### src/logic/lfs_params.svh
// lfs_params.svh: offsets, field positions, reset values and sizes of the lazy state control
// assumes inclusion by bare name from design files that also import lfs_pkg
`ifndef LFS_PARAMS_SVH
`define LFS_PARAMS_SVH

// register byte offsets on the AXI4-Lite slave
`define LFS_OFF_CTRL0 8'h00
`define LFS_OFF_CTRL4 8'h04
`define LFS_OFF_XFE_LO 8'h08
`define LFS_OFF_XFE_HI 8'h0C
`define LFS_OFF_BITMAP 8'h10
`define LFS_OFF_FAULTS 8'h14

// field positions
`define LFS_TS_BIT 3
`define LFS_OSX_BIT 18
`define LFS_FEAT_EXT_STATE_SAVE_INSTR_BIT 26
`define LFS_FEAT_OS_EXT_STATE_ENABLE_BIT 27
`define LFS_X87_BIT 0

// reset values
`define LFS_CTRL0_RST 32'h0000_0000
`define LFS_CTRL4_RST 32'h0000_0000
`define LFS_XFE_RST 64'h0000_0000_0000_0001

// components that hold floating-point or vector state
`define LFS_FPVEC_MASK 64'h0000_0000_0000_0003

// feature leaves and save-area sizes in bytes
`define LFS_LEAF_FEAT 32'h0000_0001
`define LFS_LEAF_XSTATE 32'h0000_000D
`define LFS_LEGACY_BYTES 32'h0000_0200
`define LFS_HDR_BYTES 32'h0000_0040

// AXI response codes
`define LFS_RESP_OKAY 2'b00
`define LFS_RESP_SLVERR 2'b10

`endif

### src/logic/lfs_pkg.sv
// lfs_pkg: types of the lazy state control
// assumes nothing of its surroundings
package lfs_pkg;

  typedef enum logic [3:0] {
    LFS_OP_NONE = 4'b0000,
    LFS_OP_FPVEC = 4'b0001,
    LFS_OP_PACKED_INT = 4'b0010,
    LFS_OP_CRC = 4'b0011,
    LFS_OP_POPULATION_COUNT_INSTR = 4'b0100,
    LFS_OP_MOV_CR0 = 4'b0101,
    LFS_OP_MOV_CR4 = 4'b0110,
    LFS_OP_CLEAR_TASK_SWITCHED_INSTR = 4'b0111,
    LFS_OP_TASK_SWITCH = 4'b1000,
    LFS_OP_FEATURE_ID = 4'b1001,
    LFS_OP_XFE_READ = 4'b1010,
    LFS_OP_XFE_WRITE = 4'b1011,
    LFS_OP_SAVE = 4'b1100,
    LFS_OP_RESTORE = 4'b1101
  } lfs_op_e;

  typedef logic [63:0] lfs_comp_t;

endpackage : lfs_pkg

### src/logic/lfs_comp_if.sv
// lfs_comp_if: component selection between the control and the component unit
// assumes both ends run in the same clock domain
`timescale 1ns/1ns
interface lfs_comp_if #(
  parameter int NCOMP = 64
);
  logic [NCOMP-1:0] sel;
  logic [NCOMP-1:0] enabled;
  logic [NCOMP-1:0] bitmap;
  logic [NCOMP-1:0] store;
  logic [NCOMP-1:0] load;
  logic [NCOMP-1:0] init;

  modport unit (
    input sel,
    input enabled,
    input bitmap,
    output store,
    output load,
    output init
  );

  modport ctrl (
    output sel,
    output enabled,
    output bitmap,
    input store,
    input load,
    input init
  );
endinterface : lfs_comp_if

### src/logic/lfs_comp_unit.sv
// lfs_comp_unit: per-component store, load or initialise decision for save and restore
// assumes mask, enable and header bitmap are stable while the control samples the result
`timescale 1ns/1ns
module lfs_comp_unit
  import lfs_pkg::*;
#(
  parameter int NCOMP = 64
) (
  // selection in, decisions out
  lfs_comp_if.unit cif
);

  logic [NCOMP-1:0] active;

  // only components both requested and enabled take part
  assign active = cif.sel & cif.enabled;

  // each stored component gets its bitmap bit set, same positions as the enable reg
  assign cif.store = active;

  // a set bitmap bit loads from the image, a clear one initialises
  assign cif.load = active & cif.bitmap;
  assign cif.init = active & ~cif.bitmap;

endmodule : lfs_comp_unit

### src/logic/lfs_ctrl.sv
// lfs_ctrl: lazy floating-point/vector state trap and extended state save/restore control
// assumes a decoded instruction stream synchronous to clock_i and an AXI4-Lite master
// Functional notes
// - task_switched_flag set: fp, packed-int, vector ops fault before executing
// - crc_accumulate and population_count never fault on task_switched_flag
// - hardware task switch sets task_switched_flag
// - move to machine_control_reg0 sets or clears task_switched_flag explicitly
// - clear_task_switched_instr clears task_switched_flag; handler issues it after swap
// - save area: 512 legacy bytes, 64 byte header, then component areas
// - feature leaf 1 ecx bit 26 reports extended save support
// - feature leaf 1 ecx bit 27 reports os_ext_state_enable
// - os_ext_state_enable is bit 18 of machine_control_reg4
// - enable register readable at any ring, writable at ring 0 only
// - save and restore act only on components selected by the mask
// - save sets bitmap bit for each component written
// - bitmap bit positions match enable register bit positions
// - header bitmap at offset 0; reserved bytes 8..23 must be zero
// - restore loads selected enabled component when its bitmap bit is 1
// - restore initialises selected enabled component when its bitmap bit is 0
// - task_switched_flag is bit 3 of machine_control_reg0
// - save or restore touching fp or vector state faults while flag set
// - writing 0 to enable register bit 0 is a general protection fault
`timescale 1ns/1ns
`include "lfs_params.svh"
module lfs_ctrl
  import lfs_pkg::*;
#(
  parameter int ADDR_W = 8,
  parameter bit EXT_STATE_SAVE_INSTR_SUPPORTED = 1'b1,
  parameter logic [63:0] XFE_SUPPORTED = 64'h0000_0000_0000_0003,
  parameter logic [31:0] EXT_AREA_BYTES = 32'h0000_0100
) (
  // clock and reset
  input wire logic clock_i,
  input wire logic rstn_i,
  // AXI4-Lite slave
  input wire logic [ADDR_W-1:0] s_axi_awaddr_i,
  input wire logic s_axi_awvalid_i,
  output logic s_axi_awready_o,
  input wire logic [31:0] s_axi_wdata_i,
  input wire logic [3:0] s_axi_wstrb_i,
  input wire logic s_axi_wvalid_i,
  output logic s_axi_wready_o,
  output logic [1:0] s_axi_bresp_o,
  output logic s_axi_bvalid_o,
  input wire logic s_axi_bready_i,
  input wire logic [ADDR_W-1:0] s_axi_araddr_i,
  input wire logic s_axi_arvalid_i,
  output logic s_axi_arready_o,
  output logic [31:0] s_axi_rdata_o,
  output logic [1:0] s_axi_rresp_o,
  output logic s_axi_rvalid_o,
  input wire logic s_axi_rready_i,
  // decoded instruction in
  input wire logic instr_valid_i,
  input wire lfs_op_e instr_op_i,
  input wire logic [1:0] instr_ring_i,
  input wire logic [63:0] instr_data_i,
  input wire logic [63:0] hdr_bitmap_i,
  input wire logic [127:0] hdr_rsvd_i,
  // completion out
  output logic done_o,
  output logic nm_fault_o,
  output logic gp_fault_o,
  output logic [63:0] result_o,
  output logic [63:0] store_mask_o,
  output logic [63:0] load_mask_o,
  output logic [63:0] init_mask_o,
  output logic [63:0] bitmap_o,
  output logic [31:0] area_bytes_o,
  // state out
  output logic task_switched_o,
  output logic os_ext_enable_o,
  output logic [63:0] xfe_o
);

  logic [31:0] ctrl0_r;
  logic [31:0] ctrl4_r;
  logic [63:0] xfe_r;
  logic [63:0] last_bitmap_r;
  logic [15:0] nm_cnt_r;
  logic [15:0] gp_cnt_r;
  logic aw_held_r;
  logic [ADDR_W-1:0] aw_addr_r;
  logic w_held_r;
  logic [31:0] w_data_r;
  logic [3:0] w_strb_r;
  logic bvalid_r;
  logic [1:0] bresp_r;
  logic rvalid_r;
  logic [31:0] rdata_r;
  logic [1:0] rresp_r;
  logic wr_fire;
  logic wr_bad;
  logic [31:0] wr_merged;
  logic [31:0] wr_old;
  logic ts;
  logic nm_nxt;
  logic gp_nxt;
  logic [63:0] fpvec_touch;
  logic [63:0] result_nxt;

  lfs_comp_if #(.NCOMP(64)) cif ();

  lfs_comp_unit #(.NCOMP(64)) u_comp (
    .cif (cif.unit)
  );

  assign cif.sel = instr_data_i;
  assign cif.enabled = xfe_r;
  assign cif.bitmap = hdr_bitmap_i;

  assign ts = ctrl0_r[`LFS_TS_BIT];
  assign fpvec_touch = instr_data_i & xfe_r & `LFS_FPVEC_MASK;

  // fault decision for the instruction offered this cycle
  always_comb
  begin
    nm_nxt = 1'b0;
    gp_nxt = 1'b0;
    case (instr_op_i)
      LFS_OP_FPVEC, LFS_OP_PACKED_INT:
        nm_nxt = ts;
      LFS_OP_CRC, LFS_OP_POPULATION_COUNT_INSTR:
        nm_nxt = 1'b0;
      LFS_OP_MOV_CR0, LFS_OP_CLEAR_TASK_SWITCHED_INSTR:
        gp_nxt = (instr_ring_i != 2'b00);
      LFS_OP_MOV_CR4:
        gp_nxt = (instr_ring_i != 2'b00) ||
                 (instr_data_i[`LFS_OSX_BIT] && !EXT_STATE_SAVE_INSTR_SUPPORTED);
      LFS_OP_XFE_WRITE:
        gp_nxt = (instr_ring_i != 2'b00) ||
                 !instr_data_i[`LFS_X87_BIT] ||
                 ((instr_data_i & ~XFE_SUPPORTED) != 64'h0000_0000_0000_0000);
      LFS_OP_SAVE:
        nm_nxt = ts && (fpvec_touch != 64'h0000_0000_0000_0000);
      LFS_OP_RESTORE:
      begin
        nm_nxt = ts && (fpvec_touch != 64'h0000_0000_0000_0000);
        gp_nxt = !nm_nxt && (hdr_rsvd_i != 128'h0);
      end
      default:
      begin
        nm_nxt = 1'b0;
        gp_nxt = 1'b0;
      end
    endcase
  end

  // result value of reads and feature queries
  always_comb
  begin
    result_nxt = 64'h0000_0000_0000_0000;
    case (instr_op_i)
      LFS_OP_XFE_READ:
        result_nxt = xfe_r;
      LFS_OP_FEATURE_ID:
        if (instr_data_i[31:0] == `LFS_LEAF_FEAT)
        begin
          result_nxt[`LFS_FEAT_EXT_STATE_SAVE_INSTR_BIT] = EXT_STATE_SAVE_INSTR_SUPPORTED;
          result_nxt[`LFS_FEAT_OS_EXT_STATE_ENABLE_BIT] = ctrl4_r[`LFS_OSX_BIT];
        end
        else if (instr_data_i[31:0] == `LFS_LEAF_XSTATE)
        begin
          result_nxt[31:0] = `LFS_LEGACY_BYTES + `LFS_HDR_BYTES + EXT_AREA_BYTES;
          result_nxt[63:32] = XFE_SUPPORTED[31:0];
        end
      default:
        result_nxt = 64'h0000_0000_0000_0000;
    endcase
  end

  // AXI write channel: address and data held in either order
  assign s_axi_awready_o = !aw_held_r;
  assign s_axi_wready_o = !w_held_r;
  assign wr_fire = aw_held_r && w_held_r && !bvalid_r;

  always_comb
  begin
    wr_old = 32'h0000_0000;
    case (aw_addr_r)
      `LFS_OFF_CTRL0: wr_old = ctrl0_r;
      `LFS_OFF_CTRL4: wr_old = ctrl4_r;
      `LFS_OFF_XFE_LO: wr_old = xfe_r[31:0];
      `LFS_OFF_XFE_HI: wr_old = xfe_r[63:32];
      default: wr_old = 32'h0000_0000;
    endcase
    for (int b = 0; b < 4; b++)
    begin
      wr_merged[b*8 +: 8] = w_strb_r[b] ? w_data_r[b*8 +: 8] : wr_old[b*8 +: 8];
    end
    case (aw_addr_r)
      `LFS_OFF_CTRL0, `LFS_OFF_CTRL4:
        wr_bad = 1'b0;
      `LFS_OFF_XFE_LO:
        wr_bad = !wr_merged[`LFS_X87_BIT] ||
                 ((wr_merged & ~XFE_SUPPORTED[31:0]) != 32'h0000_0000);
      `LFS_OFF_XFE_HI:
        wr_bad = ((wr_merged & ~XFE_SUPPORTED[63:32]) != 32'h0000_0000);
      default:
        wr_bad = 1'b1;
    endcase
  end

  always_ff @(posedge clock_i or negedge rstn_i)
  begin
    if (!rstn_i)
    begin
      aw_held_r <= 1'b0;
      aw_addr_r <= '0;
      w_held_r <= 1'b0;
      w_data_r <= 32'h0000_0000;
      w_strb_r <= 4'h0;
    end
    else
    begin
      if (s_axi_awvalid_i && !aw_held_r)
      begin
        aw_held_r <= 1'b1;
        aw_addr_r <= s_axi_awaddr_i;
      end
      else if (wr_fire)
        aw_held_r <= 1'b0;
      if (s_axi_wvalid_i && !w_held_r)
      begin
        w_held_r <= 1'b1;
        w_data_r <= s_axi_wdata_i;
        w_strb_r <= s_axi_wstrb_i;
      end
      else if (wr_fire)
        w_held_r <= 1'b0;
    end
  end

  always_ff @(posedge clock_i or negedge rstn_i)
  begin
    if (!rstn_i)
    begin
      bvalid_r <= 1'b0;
      bresp_r <= `LFS_RESP_OKAY;
    end
    else if (wr_fire)
    begin
      bvalid_r <= 1'b1;
      bresp_r <= wr_bad ? `LFS_RESP_SLVERR : `LFS_RESP_OKAY;
    end
    else if (s_axi_bready_i)
      bvalid_r <= 1'b0;
  end

  assign s_axi_bvalid_o = bvalid_r;
  assign s_axi_bresp_o = bresp_r;

  // control register 0; a set from a task switch wins over any clear
  always_ff @(posedge clock_i or negedge rstn_i)
  begin
    if (!rstn_i)
      ctrl0_r <= `LFS_CTRL0_RST;
    else
    begin
      if (wr_fire && aw_addr_r == `LFS_OFF_CTRL0)
        ctrl0_r <= wr_merged;
      if (instr_valid_i && !gp_nxt && instr_op_i == LFS_OP_MOV_CR0)
        ctrl0_r <= instr_data_i[31:0];
      if (instr_valid_i && !gp_nxt && instr_op_i == LFS_OP_CLEAR_TASK_SWITCHED_INSTR)
        ctrl0_r[`LFS_TS_BIT] <= 1'b0;
      if (instr_valid_i && instr_op_i == LFS_OP_TASK_SWITCH)
        ctrl0_r[`LFS_TS_BIT] <= 1'b1;
    end
  end

  // control register 4 with the os enable bit
  always_ff @(posedge clock_i or negedge rstn_i)
  begin
    if (!rstn_i)
      ctrl4_r <= `LFS_CTRL4_RST;
    else if (instr_valid_i && !gp_nxt && instr_op_i == LFS_OP_MOV_CR4)
      ctrl4_r <= instr_data_i[31:0];
    else if (wr_fire && aw_addr_r == `LFS_OFF_CTRL4)
      ctrl4_r <= wr_merged;
  end

  // extended feature enable register, written only when no fault
  always_ff @(posedge clock_i or negedge rstn_i)
  begin
    if (!rstn_i)
      xfe_r <= `LFS_XFE_RST;
    else if (instr_valid_i && !gp_nxt && instr_op_i == LFS_OP_XFE_WRITE)
      xfe_r <= instr_data_i;
    else if (wr_fire && !wr_bad && aw_addr_r == `LFS_OFF_XFE_LO)
      xfe_r[31:0] <= wr_merged;
    else if (wr_fire && !wr_bad && aw_addr_r == `LFS_OFF_XFE_HI)
      xfe_r[63:32] <= wr_merged;
  end

  // completion outputs, one cycle after the instruction is offered
  always_ff @(posedge clock_i or negedge rstn_i)
  begin
    if (!rstn_i)
    begin
      done_o <= 1'b0;
      nm_fault_o <= 1'b0;
      gp_fault_o <= 1'b0;
      result_o <= 64'h0000_0000_0000_0000;
      store_mask_o <= 64'h0000_0000_0000_0000;
      load_mask_o <= 64'h0000_0000_0000_0000;
      init_mask_o <= 64'h0000_0000_0000_0000;
      bitmap_o <= 64'h0000_0000_0000_0000;
    end
    else
    begin
      done_o <= instr_valid_i;
      nm_fault_o <= instr_valid_i && nm_nxt;
      gp_fault_o <= instr_valid_i && gp_nxt;
      // a faulting instruction produces no result and no state movement
      if (instr_valid_i && !nm_nxt && !gp_nxt)
      begin
        result_o <= result_nxt;
        store_mask_o <= (instr_op_i == LFS_OP_SAVE) ? cif.store : 64'h0000_0000_0000_0000;
        bitmap_o <= (instr_op_i == LFS_OP_SAVE) ? cif.store : 64'h0000_0000_0000_0000;
        load_mask_o <= (instr_op_i == LFS_OP_RESTORE) ? cif.load : 64'h0000_0000_0000_0000;
        init_mask_o <= (instr_op_i == LFS_OP_RESTORE) ? cif.init : 64'h0000_0000_0000_0000;
      end
      else
      begin
        result_o <= 64'h0000_0000_0000_0000;
        store_mask_o <= 64'h0000_0000_0000_0000;
        bitmap_o <= 64'h0000_0000_0000_0000;
        load_mask_o <= 64'h0000_0000_0000_0000;
        init_mask_o <= 64'h0000_0000_0000_0000;
      end
    end
  end

  // status kept for software: last saved bitmap and fault counts
  always_ff @(posedge clock_i or negedge rstn_i)
  begin
    if (!rstn_i)
    begin
      last_bitmap_r <= 64'h0000_0000_0000_0000;
      nm_cnt_r <= 16'h0000;
      gp_cnt_r <= 16'h0000;
    end
    else if (instr_valid_i)
    begin
      if (!nm_nxt && !gp_nxt && instr_op_i == LFS_OP_SAVE)
        last_bitmap_r <= cif.store;
      if (nm_nxt)
        nm_cnt_r <= nm_cnt_r + 16'h0001;
      if (gp_nxt)
        gp_cnt_r <= gp_cnt_r + 16'h0001;
    end
  end

  // AXI read channel
  assign s_axi_arready_o = !rvalid_r;

  always_ff @(posedge clock_i or negedge rstn_i)
  begin
    if (!rstn_i)
    begin
      rvalid_r <= 1'b0;
      rdata_r <= 32'h0000_0000;
      rresp_r <= `LFS_RESP_OKAY;
    end
    else if (s_axi_arvalid_i && !rvalid_r)
    begin
      rvalid_r <= 1'b1;
      rresp_r <= `LFS_RESP_OKAY;
      case (s_axi_araddr_i)
        `LFS_OFF_CTRL0: rdata_r <= ctrl0_r;
        `LFS_OFF_CTRL4: rdata_r <= ctrl4_r;
        `LFS_OFF_XFE_LO: rdata_r <= xfe_r[31:0];
        `LFS_OFF_XFE_HI: rdata_r <= xfe_r[63:32];
        `LFS_OFF_BITMAP: rdata_r <= last_bitmap_r[31:0];
        `LFS_OFF_FAULTS: rdata_r <= {gp_cnt_r, nm_cnt_r};
        default:
        begin
          rdata_r <= 32'h0000_0000;
          rresp_r <= `LFS_RESP_SLVERR;
        end
      endcase
    end
    else if (s_axi_rready_i)
      rvalid_r <= 1'b0;
  end

  assign s_axi_rvalid_o = rvalid_r;
  assign s_axi_rdata_o = rdata_r;
  assign s_axi_rresp_o = rresp_r;

  assign area_bytes_o = `LFS_LEGACY_BYTES + `LFS_HDR_BYTES + EXT_AREA_BYTES;
  assign task_switched_o = ctrl0_r[`LFS_TS_BIT];
  assign os_ext_enable_o = ctrl4_r[`LFS_OSX_BIT];
  assign xfe_o = xfe_r;

endmodule : lfs_ctrl

### config.mk
export PLATFORM = sky130hd
export DESIGN_NAME = lfs_ctrl
export DESIGN_NICKNAME = d
export VERILOG_FILES = /design/src/logic/lfs_pkg.sv /design/src/logic/lfs_comp_if.sv /design/src/logic/lfs_comp_unit.sv /design/src/logic/lfs_ctrl.sv
export VERILOG_INCLUDE_DIRS = /design/src /design/src/logic
export SDC_FILE = /design/constraint.sdc
export NUM_CORES = 1
export LEC_CHECK = 0
export ABC_AREA = 1
export BUFFER_PORTS_ARGS = -buffer_cell sky130_fd_sc_hd__buf_2
export CORE_AREA = 2 2 302 304
export DETAILED_ROUTE_END_ITERATION = 8
export DIE_AREA = 0 0 304 306
export GPL_TIMING_DRIVEN = 0
export PLACE_DENSITY = 0.54
export SLEW_MARGIN = 20
export SYNTH_ARGS = -nofsm -noshare
export SYNTH_HDL_FRONTEND = slang
export SYNTH_SLANG_ARGS = --single-unit
### constraint.sdc
create_clock -name clock_i -period 4.35 [get_ports clock_i]
set_input_delay 0.87 -clock clock_i [delete_from_list [all_inputs] [get_ports clock_i]]
set_output_delay 0.87 -clock clock_i [all_outputs]
set_load 0.01 [all_outputs]
### After elaboration in Yosys (flattened, before gate mapping)

Cells that the tools add are included.

| word-level totals | value |
|---|---|
| register bits | 535 |
| logic and storage cells | 156 |
| output and inout port bits | 462 |

| operators by class | value |
|---|---|
| bitwise gates (word level) | 4 |
| reductions and logical operators | 63 |
| add/subtract/negate cells | 2 |
| eq/ne operators | 22 |
| mux-type cells | 40 |

Operators with widths:

| operator | count |
|---|---|
| $mux W64 | 8 |
| $mux W32 | 7 |
| $and A64 B64 Y64 | 3 |
| $pmux W32 S6 | 1 |
| $pmux W32 S4 | 1 |
| $pmux W64 S2 | 1 |
| $reduce_bool A128 Y1 | 1 |
| $reduce_bool A64 Y1 | 2 |
| $not A64 Y64 | 1 |
| $reduce_bool A32 Y1 | 2 |
| $mux W36 | 1 |
| $mux W34 | 1 |
| $add A16 B1 Y16 const B | 2 |
| $eq A32 B1 Y1 const B | 1 |
| $eq A32 B4 Y1 const B | 1 |
| $eq A8 B4 Y1 const B | 4 |
| $mux W8 | 4 |
| $mux W26 | 1 |
| $eq A4 B4 Y1 const B | 6 |
| $logic_and A1 B1 Y1 | 24 |
| $reduce_bool A2 Y1 | 9 |
| $eq A8 B3 Y1 const B | 2 |
| $eq A8 B5 Y1 const B | 2 |
| $logic_not A8 Y1 | 2 |
| 15 further kinds | 44 |

### Logic depth before layout (Yosys ltp)

| logic depth | value |
|---|---|
| depth after elaboration | 12 |
| depth in mapped cells | 18 |
| depth with buffers taken out | 18 |

### Cells and area by module

From an unflattened synthesis, not the netlist that was laid out.

| second synthesis, totals | value |
|---|---|
| cell total of the unflattened synthesis | 3087 |
| area, all modules | 25324.3 um^2 |

By module, submodules not included:

| module | cells each | area an instance (um^2) | instances |
|---|---|---|---|
| lfs_ctrl | 2767 | 24123.1 | 1 |
| lfs_comp_unit | 320 | 1201.2 | 1 |

### Least setup slack after synthesis

Ideal clock, no wire load.

| timing path | value |
|---|---|
| path kind | input to register |
| start | input instr_ring_i[1] |
| end | register ctrl4_r[10] |
| arrival | 2.414 ns |
| stages on the path | 11 |
| path slack | 1.805 ns |
| data required time | 4.219 ns |
| setup time | 0.131 ns |
| path through | or2_2 -> nor3_1 -> nand3b_1 -> nand3b_1 -> nand2_1 -> nand3_2 -> nor2_4 -> nand2_1 -> nand2_1 -> buf_2 -> o211ai_1 |

| between the ends | value |
|---|---|
| cells in the longest elaborated chain, start to end | 8 |
| elaborated cells on any way between the ends | 9 |
| those cells by class | 2 x mux; 7 x reduce/logical |

RTL lines:

| what | RTL line | text |
|---|---|---|
| start: declaration | lfs_ctrl.sv:57 | `input wire logic [1:0] instr_ring_i,` |
| $reduce_bool A2 Y1 (*) | lfs_ctrl.sv:127, lfs_ctrl.sv:129, lfs_ctrl.sv:132 |  |
| $logic_or A1 B1 Y1 (2 in series) | lfs_ctrl.sv:132 | `gp_nxt = (instr_ring_i != 2'b00) \|\|` |
| $pmux W1 S3 (*) | lfs_ctrl.sv:121 | `case (instr_op_i)` |
| $logic_not A1 Y1 (*) | lfs_ctrl.sv:277 | `else if (instr_valid_i && !gp_nxt && instr_op_i == LFS_OP_MOV_CR4)` |
| $logic_and A1 B1 Y1 (*) (2 in series) | lfs_ctrl.sv:277 |  |
| $mux W32 or $reduce_bool A2 Y1 (tied branches) | -- |  |
| end signal: assignment | lfs_ctrl.sv:276 | `` ctrl4_r <= `LFS_CTRL4_RST; `` |
| end signal: assignment | lfs_ctrl.sv:278 | `ctrl4_r <= instr_data_i[31:0];` |
| end signal: assignment | lfs_ctrl.sv:280 | `ctrl4_r <= wr_merged;` |
| end: declaration | lfs_ctrl.sv:78 | `logic [31:0] ctrl4_r;` |

Every way passes the cells marked *; elsewhere a longest branch is shown, timed or not.
A chain may end at the register's enable or synchronous reset.

### Final worst setup path

| timing path | value |
|---|---|
| start | input instr_data_i[23] |
| end | register bitmap_o[41] |

| between the ends | value |
|---|---|
| cells in the longest elaborated chain, start to end | 6 |

RTL lines:

| what | RTL line | text |
|---|---|---|
| start: declaration | lfs_ctrl.sv:58 | `input wire logic [63:0] instr_data_i,` |
| $reduce_bool A64 Y1 | lfs_ctrl.sv:134 | `((instr_data_i & ~XFE_SUPPORTED) != 64'h0000_0000_0000_0000);` |
| $logic_or A1 B1 Y1 | lfs_ctrl.sv:132 |  |
| $pmux W1 S3 | lfs_ctrl.sv:121 |  |
| $logic_not A1 Y1 | lfs_ctrl.sv:316 | `if (instr_valid_i && !nm_nxt && !gp_nxt)` |
| $logic_and A1 B1 Y1 | lfs_ctrl.sv:316 |  |
| $mux W64 | lfs_ctrl.sv:316 |  |
| end signal: assignment | lfs_ctrl.sv:320 | `bitmap_o <= (instr_op_i == LFS_OP_SAVE) ? cif.store : 64'h0000_0000_0000_0000;` |
| end: declaration | lfs_ctrl.sv:69 | `output logic [63:0] bitmap_o,` |

No other way between the ends.

==> impl_metrics.toml <==
[status]
status = "finished clean"

[route]
ant_nets = 0
vias_per_cell = 4.83
vias = 22500
first_pass_iters = 9
drt-initial-drc-count = 1869
routed_wl_um = 124000
drc = 0
wl_per_cell_um = 26.6

[cells_and_area]
fin_area_um2 = 31800
final_nets = 3756
fillers = 9454
final_cells = 4665
area_delta_synth_final_pct = 32.2
multi_input_area_um2 = 8420
register_area_um2 = 13300
drive_above_1_share_pct = 33.1

[hold_path]
min_path_type = "input pin to asynchronous set/reset pin"

[worst_setup_path]
crit_path_start_kind = "input pin"
crit_slowest_cell = "nor4_2"
critPathMaxStageDelay_ns = 0.71
crit_chain = "buf_2, nor2_1, nand2_1, nor4_2, nand3b_1, nand2_1, nand3_2, nor2_4, nand3_2, buf_2, buf_1, nor2_1"
critical_path_class = "input pin to flop"
cp-end-kind = "flop"
crit_family = "simple AND/OR/NAND/NOR gates"
crit_arrival_ns = 4.17
cp_data_required_time_ns = 4.83
critPathMaxFanout = 10
critPathBufInv = 3

[yosys]
synth_xor_area_share_pct = 1.06
yosysMostFrequentCell = "dfrtp_1"
ys.flop_type = "dfrtp_1"
synth_area_um2 = 24100
synth_edf_count = 0
syn_avg_cell_area_um2 = 9.34
synth_mux_area_share_pct = 1.59
synth_top_cell_by_area = "dfrtp_1"
netlist.area_leader.share_pct = 55.3
syn_inst = 2576
ys_types = 46
async_reset_ff_share_pct = 100
yosys.area_share.adder_pct = 0.104
ys_warn_count = 0
synth_top_family_by_area = "simple AND/OR/NAND/NOR gates"
synth_compound_area_share_pct = 8.12
ys_top_cells_by_area = "dfrtp_1 55%, nand2_1 6.1%, nor2_1 5.2%"
ys_ff_latch = 533
synth_simple_gate_area_share_pct = 23.5
synth_common_cells = "532 x dfrtp_1, 390 x nand2_1, 332 x nor2_1, 268 x inv_1, 136 x nand3_1"
ys_seq_area_share_pct = 55.4

[placed_design]
io_buffers = 749
placed_cell_area_um2 = 29600
dp_hpwl_um = 101000
place.gp.congestion = 0.973
placed_cells = 4540

[grt]
overflow = 0
antenna_found_initial = 22
grt_pass1_wl_um = 172000
grt_max_degree = 93
track_usage_pct = 26.0
grt_pass1_vias = 22100

[clock_network]
cts_hold_buffers = 0
htree_levels = 3
cts.sinks = 533
cts_made_buffers = 66
cts_tree = "built"
cts-root-buf = "clkbuf_16"
clk_pin_slew_worst_paths_ns = 0.06
ctsLongestPathBuffers = 3
post_cts_resized = 0
clock_latency_ns = 0.63
post_cts_buffers = 0

[sta]
rsz0062_at_grt = "false"
finalSetupViolations = 0
max_slew_margin_pct = 30.9
fin_skew_ns = 0.0285
finalCriticalPeriod_ns = 3.69
final_hold_viol_count = 0
max_slew.worst_pin.slew_ns = 1.04
tns_ns = 0
maxSlewViolCount = 0
finalCritPeriodShare_pct = 84.9
fmax_ghz = 0.271

[floorplanning]
num_rows = 110
io_pins = 784
die_x_um = 304
start_util_pct = 26.9
dieArea_um2 = 93000
coreArea_um2 = 89600
die_h_um = 306

[pwr]
cellLeakagePower_nw = 16.2
peakVddDrop_v = 0.000236
power_density_nw_per_um2 = 433

[run]
maxCapViolations = 0
## through the flow
step / setup slack (ns) / hold WS, ns / power (mW) / util (%)
after floorplan: 1.81 / 0.442 / 7.19 / -
after global placement: -9.32 / 0.455 / 8.13 / 32.8
after detailed placement: 0.134 / 0.463 / 8.19 / 33.0
after CTS: 0.798 / 0.117 / 13.9 / 35.5
after global routing: 0.684 / 0.136 / 14.4 / 35.5
final: 0.657 / 0.120 / 13.8 / 35.5
## final cells by class
class / count / area share (%)
antenna: 4 / 0.0315
buffer: 228 / 4.43
clock buffer: 92 / 5.88
clock inverter: 29 / 1.05
inverter: 276 / 3.26
multi-input combinational: 1571 / 26.4
sequential: 533 / 41.9
tap: 1176 / 4.62
timing repair buffer: 756 / 12.4
## power by group
part / leakage [nW] / internal [mW] / switching (mW)
clock network: 1.07 / 3.24 / 2.41
registers: 7.12 / 5.47 / 0.300
logic: 8.03 / 0.809 / 1.53
total: 16.2 / 9.52 / 4.24
## logic make-up (layout without fill, tap and decap cells)
| group | after synthesis | in the layout |
|---|---|---|
| AO/OA/AOI/OAI | 316 | 316 |
| XOR/XNOR | 29 | 29 |
| adder cells (fa/ha/maj) | 2 | 2 |
| buffers and inverters | 504 | 1381 |
| flip-flops | 533 | 533 |
| multiplexers | 34 | 34 |
| other | 2 | 38 |
| AND/OR/NAND/NOR | 1156 | 1156 |
## metal layers
layer / part of all wire (%) / wire length [um] / global-route usage (%) / vias up
li1: - / - / - / 10100
met1: 42 / 51800 / 33.5 / 11100
met2: 47 / 58100 / 42.7 / 1060
met3: 8.0 / 9870 / 6.57 / 194
met4: 3.2 / 4000 / 8.75 / 26
met5: 0.13 / 167 / 0 / -
## flip-flops by register name, summed over array words and instances, names as in the netlist, 4 cells and up
name	flops
result_o	64
nm_cnt_r	16
init_mask_o	64
load_mask_o	64
ctrl4_r	32
last_bitmap_r	32
aw_addr_r	8
gp_cnt_r	16
bitmap_o	64
s_axi_rdata_o	32
ctrl0_r	32
xfe_o	64
w_strb_r	4
w_data_r	32
## worst paths after layout
check / from / to / cells after the start / slack, ns
max in group asynchronous: rstn_i / ctrl0_r[2] / 5 / 2.22
min in group clock_i: hdr_bitmap_i[6] / init_mask_o[6] / 2 / 0.40
worst min register to register: gp_cnt_r[2] / gp_cnt_r[2] / 1 / 0.47
worst max register to register: xfe_o[0] / bitmap_o[41] / 11 / 1.14
worst max-delay path: instr_data_i[23] / bitmap_o[41] / 12 / 0.66
worst min-delay path: rstn_i / load_mask_o[28] / 1 / 0.12
## placed cells by master (no fill, tap or decap), types with 12 or more instances in the layout
| cell type | Yosys | final |
|---|---|---|
| clkbuf_16 | 0 | 67 |
| nor4b_1 | 12 | 12 |
| o211ai_1 | 63 | 63 |
| conb_1 | 2 | 34 |
| buf_6 | 17 | 18 |
| buf_2 | 39 | 787 |
| nand3_1 | 136 | 136 |
| nand4_1 | 19 | 19 |
| clkbuf_1 | 66 | 81 |
| nand2_1 | 390 | 390 |
| o21ai_0 | 84 | 84 |
| nor4b_2 | 50 | 50 |
| o21bai_1 | 32 | 32 |
| nor3_1 | 107 | 107 |
| nor4_1 | 67 | 66 |
| dfrtp_1 | 532 | 532 |
| mux2_2 | 34 | 34 |
| buf_4 | 101 | 101 |
| a21oi_1 | 18 | 18 |
| xor2_1 | 28 | 28 |
| nor2_2 | 15 | 15 |
| inv_1 | 268 | 268 |
| o21ai_1 | 22 | 22 |
| nor2_1 | 332 | 332 |
| o22ai_1 | 89 | 89 |
Power figures use the tool's default switching activity.
